--- config.mk ---
export PLATFORM = sky130hd
export DESIGN_NAME = sfsr_core
export DESIGN_NICKNAME = d
export VERILOG_FILES = /design/src/sfsr_pkg.sv /design/src/sfsr_link_if.sv /design/src/sfsr_pin_sync.sv /design/src/sfsr_core.sv
export VERILOG_INCLUDE_DIRS = /design/src /design/src/src
export SDC_FILE = /design/constraint.sdc
export NUM_CORES = 1
export LEC_CHECK = 0
export BUFFER_PORTS_ARGS = -buffer_cell sky130_fd_sc_hd__buf_2
export CAP_MARGIN = 20
export CORE_MARGIN = 3
export CORE_UTILIZATION = 31
export DETAILED_ROUTE_END_ITERATION = 7
export MAX_ROUTING_LAYER = met4
export PLACE_DENSITY = 0.47
export SKIP_CTS_REPAIR_TIMING = 1
export SYNTH_ARGS = -nofsm -noshare
export SYNTH_HDL_FRONTEND = slang
export SYNTH_HIERARCHICAL = 1
export SYNTH_SLANG_ARGS = --single-unit
--- constraint.sdc ---
create_clock -name clock -period 7 [get_ports clock]
set_input_delay 1.4 -clock clock [delete_from_list [all_inputs] [get_ports clock]]
set_output_delay 1.4 -clock clock [all_outputs]
set_load 0.1 [all_outputs]
--- src/sfsr_defs.svh ---
// constants for the flash status and read sequencer
`ifndef SFSR_DEFS_SVH
`define SFSR_DEFS_SVH
`define SFSR_OP_RDSR1    8'h05
`define SFSR_OP_RDSR2    8'h35
`define SFSR_OP_NOTIFY   8'h25
`define SFSR_OP_STATUS_WRITE_CMD     8'h01
`define SFSR_OP_WRITE_ENABLE_CMD     8'h06
`define SFSR_OP_VWREN    8'h50
`define SFSR_OP_READ     8'h03
`define SFSR_OP_FAST     8'h0b
`define SFSR_OP_DUAL     8'h3b
`define SFSR_ADDR_BITS   6'h18
`define SFSR_DUMMY_BITS  6'h08
`define SFSR_BYTE1_BITS  5'h08
`define SFSR_BYTE2_BITS  5'h10
`define SFSR_BIT_WIP     0
`define SFSR_BIT_WEL     1
`define SFSR_BIT_SP_LO   7
`define SFSR_BIT_SP_HI   8
`define SFSR_BIT_QE      9
`define SFSR_BIT_SUS_B   10
`define SFSR_BIT_CMP     14
`define SFSR_BIT_SUS_A   15
`define SFSR_WR_MASK     16'h7bfc
`define SFSR_LOCK_MASK   16'h3800
`define SFSR_SR_RESET    16'h0000
`define SFSR_TW_NS       5000
`define SFSR_CLK_NS      10
`define SFSR_TW_CYCLES   ((`SFSR_TW_NS + `SFSR_CLK_NS - 1) / `SFSR_CLK_NS)
`endif

--- src/sfsr_pkg.sv ---
// types for the flash status and read sequencer
package sfsr_pkg;
   typedef enum logic [7:0] {
      st_idle   = 8'h01,
      st_op     = 8'h02,
      st_status = 8'h04,
      st_notify = 8'h08,
      st_wrdata = 8'h10,
      st_addr   = 8'h20,
      st_dummy  = 8'h40,
      st_data   = 8'h80
   } sfsr_state_t;
endpackage

--- src/sfsr_link_if.sv ---
// synchronised pin events passed from the pin front end to the sequencer
`timescale 1ns/10ps
interface sfsr_link_if;
   logic sel;
   logic rise;
   logic fall;
   logic din;
   logic start;
   logic stop;
   modport front (output sel, rise, fall, din, start, stop);
   modport core  (input  sel, rise, fall, din, start, stop);
endinterface

--- src/sfsr_pin_sync.sv ---
// two-stage synchroniser and edge detection for the serial pins
`timescale 1ns/10ps
module sfsr_pin_sync (
   // system
   input  wire logic clock,
   input  wire logic reset,
   // pins
   input  wire logic cs_n,
   input  wire logic sclk,
   input  wire logic si,
   // events
   sfsr_link_if.front link
);
   typedef struct packed {
      logic [2:0] s1;
      logic [2:0] s2;
      logic [2:0] s3;
   } sfsr_sync_t;
   sfsr_sync_t r;
   sfsr_sync_t next_r;
   always_comb begin
      next_r    = r;
      next_r.s1 = {~cs_n, sclk, si};
      next_r.s2 = r.s1;
      next_r.s3 = r.s2;
   end
   always_ff @(posedge clock or posedge reset) begin
      if (reset) begin
         r <= '0;
      end else begin
         r <= next_r;
      end
   end
   assign link.sel   = r.s2[2];
   assign link.din   = r.s2[0];
   assign link.rise  = r.s2[2] & r.s2[1] & ~r.s3[1];
   assign link.fall  = r.s2[2] & ~r.s2[1] & r.s3[1];
   assign link.start = r.s2[2] & ~r.s3[2];
   assign link.stop  = ~r.s2[2] & r.s3[2];
endmodule

--- src/sfsr_core.sv ---
// serial flash status access and array read sequencer
// Operation
// - opcode 05h returns status one, 35h returns status two
// - opcode sampled on rising edges; status shifted on falling, msb first
// - status reads accepted at any time, even while busy
// - status byte repeats until chip select rises
// - after 25h the live busy flag drives the output line
// - busy output only falls during notification
// - chip select high ends notification and floats output
// - 01h writes only protect, block, complement, lock and quad bits
// - lock bits once set cannot be cleared
// - status write needs prior write enable or volatile enable
// - status write keeps suspend, write enable and busy bits
// - status write only on exactly 8 or 16 data bits
// - one-byte status write clears complement, quad and upper protect
// - valid write starts timed busy cycle, then clears busy and enable
// - hardware protected mode blocks status writes
// - 03h takes 24-bit address msb first, data out on falling edges
// - address increments each byte, streaming until chip select rises
// - normal read ignored while busy
// - 0bh adds eight dummy clocks before data
// - 3bh sends two bits per clock on both lines
// - dual line zero carries bits 6,4,2,0; line one 7,5,3,1
// - 06h sets the write enable latch
`timescale 1ns/10ps
`include "sfsr_defs.svh"
module sfsr_core #(
   parameter int ADDR_W    = 19,
   parameter int TW_CYCLES = `SFSR_TW_CYCLES
) (
   // system
   input  wire logic              clock,
   input  wire logic              reset,
   // serial pins
   input  wire logic              cs_n,
   input  wire logic              sclk,
   input  wire logic              si,
   output logic                   so,
   output logic                   so_oe_n,
   output logic                   io0,
   output logic                   io0_oe_n,
   input  wire logic              wp_n,
   // array read port
   output logic [ADDR_W-1:0]      mem_addr,
   input  wire logic [7:0]        mem_data,
   // status view
   output logic [15:0]            status,
   output logic                   busy
);
   //////////////////////////////////////////////////////////////////////
   sfsr_link_if link ();
   sfsr_pin_sync u_sync (
      .clock (clock),
      .reset (reset),
      .cs_n  (cs_n),
      .sclk  (sclk),
      .si    (si),
      .link  (link.front)
   );
   //////////////////////////////////////////////////////////////////////
   typedef struct packed {
      sfsr_pkg::sfsr_state_t st;
      logic [7:0]            shin;
      logic [5:0]            cnt;
      logic [4:0]            wcnt;
      logic [15:0]           wdata;
      logic [7:0]            shout;
      logic                  sel2;
      logic                  dual;
      logic                  fast;
      logic                  wr_go;
      logic [15:0]           sr;
      logic                  venable;
      logic [31:0]           tw;
      logic [ADDR_W-1:0]     addr;
      logic                  so;
      logic                  so_oe_n;
      logic                  io0;
      logic                  io0_oe_n;
      logic                  wp_s1;
      logic                  wp_s2;
   } sfsr_core_t;
   sfsr_core_t r;
   sfsr_core_t next_r;
   function automatic logic hw_protected(input logic [15:0] s,
                                         input logic wp);
      hw_protected = s[`SFSR_BIT_SP_LO] & ~s[`SFSR_BIT_SP_HI] & ~wp;
   endfunction
   function automatic logic [15:0] merge_write(input logic [15:0] s,
                                               input logic [15:0] d,
                                               input logic one);
      logic [15:0] n;
      n = (s & ~`SFSR_WR_MASK) | (d & `SFSR_WR_MASK);
      n = n | (s & `SFSR_LOCK_MASK);
      if (one) begin
         n[`SFSR_BIT_CMP]   = 1'b0;
         n[`SFSR_BIT_QE]    = 1'b0;
         n[`SFSR_BIT_SP_HI] = 1'b0;
      end
      merge_write = n;
   endfunction
   //////////////////////////////////////////////////////////////////////
   always_comb begin
      logic [7:0]  b;
      logic [7:0]  nb;
      logic        one;
      b      = {r.shin[6:0], link.din};
      nb     = 8'h00;
      one    = 1'b0;
      next_r = r;
      next_r.wr_go = 1'b0;
      // protect pin passes two flops before use
      next_r.wp_s1 = wp_n;
      next_r.wp_s2 = r.wp_s1;
      if (r.tw != 32'h0) begin
         next_r.tw = r.tw - 32'h1;
         if (r.tw == 32'h1) begin
            next_r.sr[`SFSR_BIT_WIP] = 1'b0;
            next_r.sr[`SFSR_BIT_WEL] = 1'b0;
         end
      end
      if (r.wr_go) begin
         next_r.sr = merge_write(r.sr, r.wdata,
                                 r.wcnt == `SFSR_BYTE1_BITS);
         next_r.sr[`SFSR_BIT_WIP] = 1'b1;
         next_r.venable = 1'b0;
         next_r.tw = TW_CYCLES;
      end
      if (link.start) begin
         next_r.st  = sfsr_pkg::st_op;
         next_r.cnt = 6'h0;
      end
      if (link.stop) begin
         if (r.st == sfsr_pkg::st_wrdata &&
             (r.wcnt == `SFSR_BYTE1_BITS || r.wcnt == `SFSR_BYTE2_BITS) &&
             !hw_protected(r.sr, r.wp_s2)) begin
            next_r.wr_go = 1'b1;
         end
         next_r.st       = sfsr_pkg::st_idle;
         next_r.so_oe_n  = 1'b1;
         next_r.io0_oe_n = 1'b1;
      end
      case (r.st)
         sfsr_pkg::st_op: begin
            if (link.rise) begin
               next_r.shin = b;
               next_r.cnt  = r.cnt + 6'h1;
               if (r.cnt == 6'h7) begin
                  next_r.cnt  = 6'h0;
                  next_r.st   = sfsr_pkg::st_idle;
                  next_r.dual = 1'b0;
                  next_r.fast = 1'b0;
                  case (b)
                     `SFSR_OP_RDSR1, `SFSR_OP_RDSR2: begin
                        next_r.sel2 = (b == `SFSR_OP_RDSR2);
                        next_r.st   = sfsr_pkg::st_status;
                     end
                     `SFSR_OP_NOTIFY: begin
                        next_r.st = sfsr_pkg::st_notify;
                     end
                     `SFSR_OP_WRITE_ENABLE_CMD: begin
                        next_r.sr[`SFSR_BIT_WEL] = 1'b1;
                     end
                     `SFSR_OP_VWREN: begin
                        next_r.venable = 1'b1;
                     end
                     `SFSR_OP_STATUS_WRITE_CMD: begin
                        if ((r.sr[`SFSR_BIT_WEL] | r.venable) &&
                            !r.sr[`SFSR_BIT_WIP]) begin
                           next_r.st   = sfsr_pkg::st_wrdata;
                           next_r.wcnt = 5'h0;
                        end
                     end
                     `SFSR_OP_READ: begin
                        if (!r.sr[`SFSR_BIT_WIP]) begin
                           next_r.st = sfsr_pkg::st_addr;
                        end
                     end
                     `SFSR_OP_FAST, `SFSR_OP_DUAL: begin
                        if (!r.sr[`SFSR_BIT_WIP]) begin
                           next_r.st   = sfsr_pkg::st_addr;
                           next_r.fast = 1'b1;
                           next_r.dual = (b == `SFSR_OP_DUAL);
                        end
                     end
                     default: begin
                        next_r.st = sfsr_pkg::st_idle;
                     end
                  endcase
               end
            end
         end
         sfsr_pkg::st_status: begin
            nb = r.sel2 ? r.sr[15:8] : r.sr[7:0];
            if (link.fall) begin
               next_r.so_oe_n = 1'b0;
               if (r.cnt == 6'h0) begin
                  next_r.so    = nb[7];
                  next_r.shout = {nb[6:0], 1'b0};
               end else begin
                  next_r.so    = r.shout[7];
                  next_r.shout = {r.shout[6:0], 1'b0};
               end
               next_r.cnt = (r.cnt == 6'h7) ? 6'h0 : r.cnt + 6'h1;
            end
         end
         sfsr_pkg::st_notify: begin
            next_r.so_oe_n = 1'b0;
            next_r.so      = r.sr[`SFSR_BIT_WIP];
         end
         sfsr_pkg::st_wrdata: begin
            if (link.rise && r.wcnt != 5'h1f) begin
               // first byte fills status one, second fills status two
               if (r.wcnt < `SFSR_BYTE1_BITS) begin
                  next_r.wdata = {8'h00, r.wdata[6:0], link.din};
               end else begin
                  next_r.wdata = {r.wdata[14:8], link.din, r.wdata[7:0]};
               end
               next_r.wcnt = r.wcnt + 5'h1;
            end
         end
         sfsr_pkg::st_addr: begin
            if (link.rise) begin
               next_r.addr = {r.addr[ADDR_W-2:0], link.din};
               next_r.cnt  = r.cnt + 6'h1;
               if (r.cnt == `SFSR_ADDR_BITS - 6'h1) begin
                  next_r.cnt = 6'h0;
                  next_r.st  = r.fast ? sfsr_pkg::st_dummy :
                                        sfsr_pkg::st_data;
               end
            end
         end
         sfsr_pkg::st_dummy: begin
            if (link.rise) begin
               next_r.cnt = r.cnt + 6'h1;
               if (r.cnt == `SFSR_DUMMY_BITS - 6'h1) begin
                  next_r.cnt = 6'h0;
                  next_r.st  = sfsr_pkg::st_data;
               end
            end
         end
         sfsr_pkg::st_data: begin
            if (link.fall) begin
               next_r.so_oe_n = 1'b0;
               if (r.dual) begin
                  next_r.io0_oe_n = 1'b0;
                  if (r.cnt == 6'h0) begin
                     next_r.so    = mem_data[7];
                     next_r.io0   = mem_data[6];
                     next_r.shout = {mem_data[5:0], 2'b00};
                  end else begin
                     next_r.so    = r.shout[7];
                     next_r.io0   = r.shout[6];
                     next_r.shout = {r.shout[5:0], 2'b00};
                  end
                  if (r.cnt == 6'h3) begin
                     next_r.cnt  = 6'h0;
                     next_r.addr = r.addr + 1'b1;
                  end else begin
                     next_r.cnt = r.cnt + 6'h1;
                  end
               end else begin
                  if (r.cnt == 6'h0) begin
                     next_r.so    = mem_data[7];
                     next_r.shout = {mem_data[6:0], 1'b0};
                  end else begin
                     next_r.so    = r.shout[7];
                     next_r.shout = {r.shout[6:0], 1'b0};
                  end
                  if (r.cnt == 6'h7) begin
                     next_r.cnt  = 6'h0;
                     next_r.addr = r.addr + 1'b1;
                  end else begin
                     next_r.cnt = r.cnt + 6'h1;
                  end
               end
            end
         end
         default: begin
         end
      endcase
      if (link.stop) begin
         next_r.st       = sfsr_pkg::st_idle;
         next_r.so_oe_n  = 1'b1;
         next_r.io0_oe_n = 1'b1;
      end
   end
   always_ff @(posedge clock or posedge reset) begin
      if (reset) begin
         r          <= '0;
         r.st       <= sfsr_pkg::st_idle;
         r.sr       <= `SFSR_SR_RESET;
         r.so_oe_n  <= 1'b1;
         r.io0_oe_n <= 1'b1;
      end else begin
         r <= next_r;
      end
   end
   //////////////////////////////////////////////////////////////////////
   always_ff @(posedge clock or posedge reset) begin
      if (reset) begin
         so       <= 1'b0;
         so_oe_n  <= 1'b1;
         io0      <= 1'b0;
         io0_oe_n <= 1'b1;
         mem_addr <= '0;
         status   <= `SFSR_SR_RESET;
         busy     <= 1'b0;
      end else begin
         so       <= r.so;
         so_oe_n  <= r.so_oe_n;
         io0      <= r.io0;
         io0_oe_n <= r.io0_oe_n;
         mem_addr <= next_r.addr;
         status   <= r.sr;
         busy     <= r.sr[`SFSR_BIT_WIP];
      end
   end
   //////////////////////////////////////////////////////////////////////
   notify_fall_a : assert property (@(posedge clock) disable iff (reset)
      (r.st == sfsr_pkg::st_notify && !r.so && !r.so_oe_n &&
       !link.stop) |=> !r.so)
      else $error("notify output rose again");
   notify_float_a : assert property (@(posedge clock) disable iff (reset)
      link.stop |=> r.so_oe_n && r.io0_oe_n)
      else $error("output not floated on deselect");
   lock_keep_a : assert property (@(posedge clock) disable iff (reset)
      (r.sr & `SFSR_LOCK_MASK) != 16'h0 |=>
      (($past(r.sr) & ~r.sr) & `SFSR_LOCK_MASK) == 16'h0)
      else $error("lock bit cleared");
   write_busy_a : assert property (@(posedge clock) disable iff (reset)
      r.wr_go |=> r.sr[`SFSR_BIT_WIP] ##1 r.sr[`SFSR_BIT_WIP])
      else $error("busy not held after write start");
   suspend_keep_a : assert property (@(posedge clock) disable iff (reset)
      r.wr_go |=> r.sr[`SFSR_BIT_SUS_A] == $past(r.sr[`SFSR_BIT_SUS_A]) &&
                  r.sr[`SFSR_BIT_SUS_B] == $past(r.sr[`SFSR_BIT_SUS_B]))
      else $error("suspend flag changed by write");
   read_busy_a : assert property (@(posedge clock) disable iff (reset)
      (r.st == sfsr_pkg::st_op && r.sr[`SFSR_BIT_WIP]) |=>
      r.st != sfsr_pkg::st_addr)
      else $error("read accepted while busy");
   write_enable_a : assert property (@(posedge clock) disable iff (reset)
      (next_r.st == sfsr_pkg::st_wrdata && r.st == sfsr_pkg::st_op) |->
      (r.sr[`SFSR_BIT_WEL] || r.venable))
      else $error("status write without enable");
   write_len_a : assert property (@(posedge clock) disable iff (reset)
      r.wr_go |-> ($past(r.wcnt) == `SFSR_BYTE1_BITS ||
                   $past(r.wcnt) == `SFSR_BYTE2_BITS))
      else $error("status write with bad length");
endmodule

======== After elaboration in Yosys (flattened, before gate mapping) ========
Cells that the tools add are included.
storage, ports and cells
  register bits after elaboration ......... 159
  logic and storage cells ................. 190
operators by class
  add/subtract/negate cells ............... 4
  magnitude comparators ................... 1
  eq/ne operators ......................... 33
  multiplexer cells ....................... 73
  bitwise logic cells ..................... 18
  reduce and logical (&&, ||, !) cells .... 29
operators by type and width
  operator               number
  $mux 8                 16
  $mux 6                 10
  $mux 19                3
  $pmux 19 s2            1
  $mux 35                1
  $eq 32x1->1 const B    1
  $eq 8x6->1 const B     4
  $mux 32                1
  $reduce_bool 32->1     1
  $sub 32x1->32 const B  1
  $pmux 6 s5             1
  $mux 27                1
  $eq 8x3->1 const B     3
  $pmux 6 s4             1
  $pmux 8 s3             1
  $mux 23                1
  $mux 21                1
  $mux 20                1
  $add 19x1->19 const B  1
  $mux 1                 19
  $eq 8x2->1 const B     2
  $eq 8x4->1 const B     2
  $eq 8x7->1 const B     2
  $mux 16                1
  39 further kinds       82

======== Longest topological paths before layout ========
Gate-level depths: netlist (run 1).
  depth after elaboration ................. 8
  depth in mapped cells ................... 9
  gate-level depth less buffers ........... 8

======== Modules after synthesis ========
Netlist (run 1), hierarchy kept.
modules (own cells, without submodules)
  module         instances  cells each  area an instance (µm²)  sequential area each (µm²)
  sfsr_core      1          740         7,273.2                 3,559.7
  sfsr_pin_sync  1          14          240.2                   200.2

======== Worst setup path after synthesis (run 1) ========
No wires, ideal clock.
  path type ............................... flip-flop to output port
  from .................................... register status[0]
  to ...................................... output port status[0]
  arrival ................................. 1.324 ns
  setup slack ............................. 4.276 ns
  stages on the path, launching flop included .. 2
  path buffers ............................ 1
  cells stage by stage .................... dfrtp_1 buf_4
RTL lines
  what                    line              source
  start, declared         sfsr_core.sv:47   output logic [15:0] status,
  start signal, assigned  sfsr_core.sv:307  status <= `SFSR_SR_RESET;
  start signal, assigned  sfsr_core.sv:315  status <= r.sr;
No word-level cell between the ends.

======== Final worst setup path (run 1) ========
  from .................................... register r[127] (netlist bit)
  to ...................................... register r[82] (netlist bit)
between the ends
  word-level cells in the longest chain between the ends .. 3
  elaborated cells between the ends (all ways) .. 7
RTL lines
  what                                                       line              source
  start, declared                                            sfsr_core.sv:83   sfsr_core_t r;
  start signal, assigned                                     sfsr_core.sv:296  r <= next_r;
  $eq 8x3->1 or $eq 8x8->1 (tied branches)                   sfsr_core.sv:143  case (r.st)
  $ne 2x2->1 (no line) or $reduce_bool 2->1 (tied branches)  -
  $reduce_and 3->1 (no line)                                 -
Several ways; a longest one is shown, not always the timed one.
A chain may end at the register's enable or synchronous reset.

==> results.cfg, run 1 <==
[power]
total_power_w = 0.00193
power_density_nw_per_um2 = 227
vdd_drop_max_mv = 0.125
power.leakage_nw = 3.94

[layout]
regArea_um2 = 3760
n_fill_cell = 2379
drive_gt1_share_pct = 17.1
multi_input_area_um2 = 3350
n_antenna_cell = 0
final_cells = 1104
nNetsFinal = 795
syn_to_final_growth_pct = 13.3

[timing]
max_freq_ghz = 0.316
relSlewSlack_pct = 42.4
fin_crit_ns = 3.16
slew_violations = 0
setup_tns_ns = 0
period_share_pct = 45.2
timing.hold.ws_ns = 0.353
rsz0062_at_grt = no
hold_violations = 0
setup_violations = 0
clock-skew-final_ns = 0.0122
tightest_slew_ns = 0.862

[drt]
viasPerCell = 5.04
wire_per_inst_um = 16.1
firstDrtPassIters = 4
dr_total_vias = 5569
finalWirelength_um = 17700
drtIter0Drc = 306
drcViolationCount = 0
antenna_left = 0

[placed_design]
hpwl_um = 11900
dp_cells = 1071
globalplace.congestion = 0.764
io_buffers = 51

[setup_path]
required_ns = 7.28
crit_arrival_ns = 3.44
reg2reg_from = r[127]
r2r_slack_ns = 3.84
worst-r2r-cell-count = 6
r2r-end = r[82]
critical_path_class = register to register
start_kind = register
path_max_fanout = 19
end_kind = register

[logic_synthesis]
synth_area_leaders = dfrtp_1, nor2_1, mux2_2, nand2_1, xor2_1
yosysMostFrequentCell = dfrtp_1
synthTopCellsByCount = dfrtp_1, nor2_1, nand2_1
yosysWarnings = 6
ys_seq_area_share_pct = 50.0
synth_edf_count = 0
syn_area_um2 = 7510
synth_top_flop_cell = dfrtp_1
ys_ff_latch = 150
synth_top_area_share_pct = 48.3
async_flop_share_pct = 100
netlist_instances = 754
syn_avg_cell_area_um2 = 9.96
yosysTopAreaCell = dfrtp_1
synthDistinctLibCells = 72

[grt]
grt_pass1_vias = 5344
grt.met1_usage_pct = 21.3
grtUsageTotal_pct = 14.4
grt_max_degree = 83
grt_pass1_wl_um = 29400
grt-ovfl-total = 0
use_met2_pct = 20.1
use_met3_pct = 2.40
antenna_found_initial = 0
globalRoute.busiestLayer = met1

[clocking]
tritoncts = done
clkTransAtPathRegs_ns = 0.06
cts_sinks = 150
clk_latency_ns = 0.42
clock_path_buffers = 2
cts_made_buffers = 17
cts-root-buf = clkbuf_16
cts-htree-levels = 4

[floorplan]
core-area_um2 = 23600
die-area_um2 = 26100
die_h_um = 162
rows = 56
die_x_um = 162
io_pins = 54
start_util_pct = 31.8

[run_status]
outcome = finished, final reports clean

[min_path]
whs_endpoint = u_sync/link.din
hp-class = register to register
whs_path_depth = 0
min_from = u_sync/next_r[3]

[flow_run]
maxCapViolations = 0
==> worst max path at each step <==
stage,startpoint,end
3_3_place_gp,r[127],mem_addr[9]
2_1_floorplan,reset,io0
3_5_place_dp,r[127],r[82]
4_1_cts,r[127],r[82]
5_1_grt,r[127],r[79]
6_report,r[127],r[82]
==> cells in the final DEF, fill, tap and decap left out, types with 4 or more instances in the layout <==
| master | n |
|---|---|
| nor4_1 | 6 |
| nand4b_1 | 7 |
| o22ai_1 | 6 |
| a211oi_1 | 7 |
| dfstp_2 | 5 |
| buf_4 | 7 |
| nor3_1 | 16 |
| ha_1 | 9 |
| or4_1 | 6 |
| nand4_1 | 25 |
| nor2_1 | 67 |
| nand2_1 | 60 |
| inv_6 | 7 |
| nor2b_1 | 6 |
| nand3_1 | 34 |
| a31oi_1 | 12 |
| mux2i_1 | 8 |
| o21ai_0 | 42 |
| and2_1 | 7 |
| dfrtp_1 | 145 |
| o31ai_1 | 10 |
| inv_8 | 4 |
| clkbuf_16 | 17 |
| inv_1 | 20 |
| or3_1 | 8 |
| a22o_1 | 13 |
| and3_1 | 12 |
| a21oi_1 | 32 |
| a22oi_1 | 5 |
| a21o_1 | 7 |
| xor2_1 | 25 |
| nor3b_1 | 5 |
| xnor2_1 | 7 |
| nand2b_1 | 5 |
| buf_2 | 51 |
| mux2_2 | 22 |
==> critical path, cell delays in order, from the launching register on <==
cell       delay (ns)
dfrtp_1          0.50
nor2_2           0.36
nand4_1          0.76
and2_1           0.46
nand2b_1         0.38
a2111oi_0        0.49
a21oi_1          0.07
==> routing by layer <==
metal	vias to the layer above	share of wire, %
met5	-	0
met4	0	1.4
met3	13	3.2
met2	99	43
met1	2725	52
li1	2732	-
==> logic make-up after synthesis <==
group,count (synthesis),synth area share [%]
compound gates,160,13.8
mux,33,5.11
simple gates,287,20.4
fa+ha+maj,9,1.50
other cells,1,0.0499
xor+xnor,32,3.73
flops,150,50.0
buf+inv,82,5.40
==> sequential cells by signal, summed over array words and instances (netlist names) <==
signal,flops
r,104
mem_addr,19
status,14
u_sync/next_r,4
u_sync/r,2
io0,1
io0_oe_n,1
next_r,1
so,1
so_oe_n,1
u_sync/link.din,1
u_sync/link.sel,1
==> layout make-up <==
type / count / area share (%)
clock buffers: 17 / 5.00
inverters: 22 / 1.03
flip-flops and latches: 150 / 44.2
clock inverters: 15 / 2.10
multi-input cells: 523 / 39.4
repair buffers: 58 / 3.62
well taps: 319 / 4.69
==> metrics by stage <==
| step | cell area (um2) | utilization, % | setup WS, ns |
|---|---|---|---|
| after floorplan | 7520 | - | 1.80 |
| after global placement | 7900 | 33.5 | 3.92 |
| after detailed placement | 7900 | 33.5 | 3.84 |
| after CTS | 8500 | 36.0 | 3.85 |
| after global routing | 8510 | 36.0 | 3.51 |
| final | 8510 | 36.0 | 3.84 |
==> report_power, final <==
part | switching [W] | internal [W]
Combinational | 0.0000632 | 0.0000306
Clock | 0.000403 | 0.000542
Sequential | 0.0000138 | 0.000877
Total | 0.000480 | 0.00145
Power figures use the tool's default switching activity.
==> run 2, diff against run 1 <==
- PLACE_DENSITY: 0.47 -> 0.48
- clock period: 7 -> 2.7 ns (I/O delays scaled with it)
==> run 2 against run 1 <==
  * Combinational power grew to 2.8 times the previous value
  * Register-to-register slack worse by 3.5 ns
  * Die area unchanged
  * Sequential share of layout area decreased by 1.1 points
  * Via count rose by 1.1%
  * Clock-buffer cell count did not move
  * First-iteration DRC count is 27% higher
  * Critical path depth unchanged
  * Hold slack lost 0.29 ns
  * Non-clock buffer count up 21
  * Cell count up 1.9%
  * Worst setup slack lost 3.5 ns
  * Critical path type unchanged
==> results.cfg, run 2 (synthesis results as in run 1) <==
[run_status]
outcome = finished, final reports clean

[layout]
syn_to_final_growth_pct = 16.0
biggestRegsByFlops = r (104), mem_addr (19), status (14)
final_cell_mix = dfrtp_1, nor2_1, nand2_1, buf_2, o21ai_0
drive_gt1_share_pct = 19.2
largest_reg_flops = 104
final_common_cell = dfrtp_1
n_antenna_cell = 0
top_register = r
nNetsFinal = 816

[floorplan]
start_util_pct = 31.8
core-area_um2 = 23600
io_pins = 54
die_x_um = 162
die_h_um = 162
rows = 56
die-area_um2 = 26100

[power]
p_sw_share_pct = 24.3
power.net_switching_w = 0.00123
vdd_drop_max_mv = 0.288
power_density_nw_per_um2 = 583
power.leakage_nw = 4.06
p_comb_share_pct = 5.1
clockPowerShare_pct = 49.4
seqPwrFrac_pct = 45.5
internal-power_w = 0.00385

[clocking]
clk_latency_ns = 0.44
clkTransAtPathRegs_ns = 0.07
tritoncts = done
cts_sinks = 150
cts-root-buf = clkbuf_16
cts-htree-levels = 4
cts_made_buffers = 17
clock_path_buffers = 2

[drt]
firstDrtPassIters = 4
antenna_left = 0
viasPerCell = 5.00
wire_per_inst_um = 16.0
drtIter0Drc = 389
finalWirelength_um = 18000
drcViolationCount = 0
dr_total_vias = 5629

[setup_path]
cp_common_cell = or4_1
critPathSlowestCell = or4_1
critical_path_class = register to register
max_stage_delay_ns = 0.68
path_max_fanout = 13
end_kind = register
start_kind = register
crit_arrival_ns = 2.76
crit_chain = or4_1, nor3_4, and2_4, nand3_2, or4_1, a21oi_1
required_ns = 3.06

[grt]
grt_pass1_wl_um = 30100
grt_max_degree = 52
grtUsageTotal_pct = 14.8
antenna_found_initial = 1
grt_pass1_vias = 5566
grt-ovfl-total = 0

[timing]
setup_violations = 0
slew_violations = 0
tightest_slew_ns = 0.693
setup_tns_ns = 0
fin_crit_ns = 2.41
period_share_pct = 89.1
timing.hold.ws_ns = 0.0659
max_freq_ghz = 0.415
hold_violations = 0
relSlewSlack_pct = 53.7
rsz0062_at_grt = no
clock-skew-final_ns = 0.0151

[min_path]
hp-class = primary input to async pin

[placed_design]
globalplace.congestion = 0.804
hpwl_um = 12400
io_buffers = 51

[flow_run]
maxCapViolations = 0
-- run 2: changes by cell type in the layout (fill, tap and decap cells not counted), moves of 2 or more --
cell	delta
buf_12	+3
buf_4	+18
clkinvlp_4	+2
inv_6	-4
-- run 2: cell type report --
cell class	count	area, um2
fillers	2413	14900
inverters	22	86.3
flip-flops and latches	150	3760
well taps	319	399
repair buffers	79	503
clock buffers	17	425
multi-input cells	523	3350
clock inverters	15	193
-- run 2: final timing paths --
check,from,to,slack (ns),depth (start not counted)
hold reg to reg,u_sync/next_r[5],u_sync/link.sel,0.35,0
min in group clock,wp_n,next_r[0],0.20,1
setup / recovery,r[32],r[43],0.29,6
max in group asynchronous,reset,mem_addr[18],1.78,3
setup reg to reg,r[32],r[43],0.29,6
hold / removal,reset,u_sync/next_r[4],0.07,2
-- run 2: worst max-delay path: cells and delay by family, from the launching register on --
family | cells | cell delay, ns
simple gates | 5 | 1.76
flops | 1 | 0.41
compound gates | 1 | 0.15
-- run 2: through the flow --
stage	util, %	area [um2]	total power [W]	setup slack, ns	cells
6_report	36.9	8720	0.00508	0.293	1125
5_1_grt	36.9	8720	0.00530	0.0961	1125
4_1_cts	36.9	8710	0.00516	0.297	1124
3_5_place_dp	34.3	8090	0.00262	0.290	1092
3_3_place_gp	34.3	8090	0.00262	0.336	1092
2_1_floorplan	-	7520	0.00253	0.387	755
-- run 2: routing by layer --
metal	vias to the layer above	part of all wire, %	track usage [%]
li1	2783	-	-
met1	2722	52	21.2
met2	109	43	20.8
met3	15	3.3	2.75
met4	0	1.4	5.58
met5	-	0	-
-- run 2: power by group through the flow --
stage	sequential [W]	clock, W	combinational (W)
floorplan	0.00234	0	0.000193
global placement	0.00235	0	0.000266
detailed placement	0.00235	0	0.000265
CTS	0.00231	0.00258	0.000266
global route	0.00231	0.00269	0.000296
finish	0.00231	0.00251	0.000261
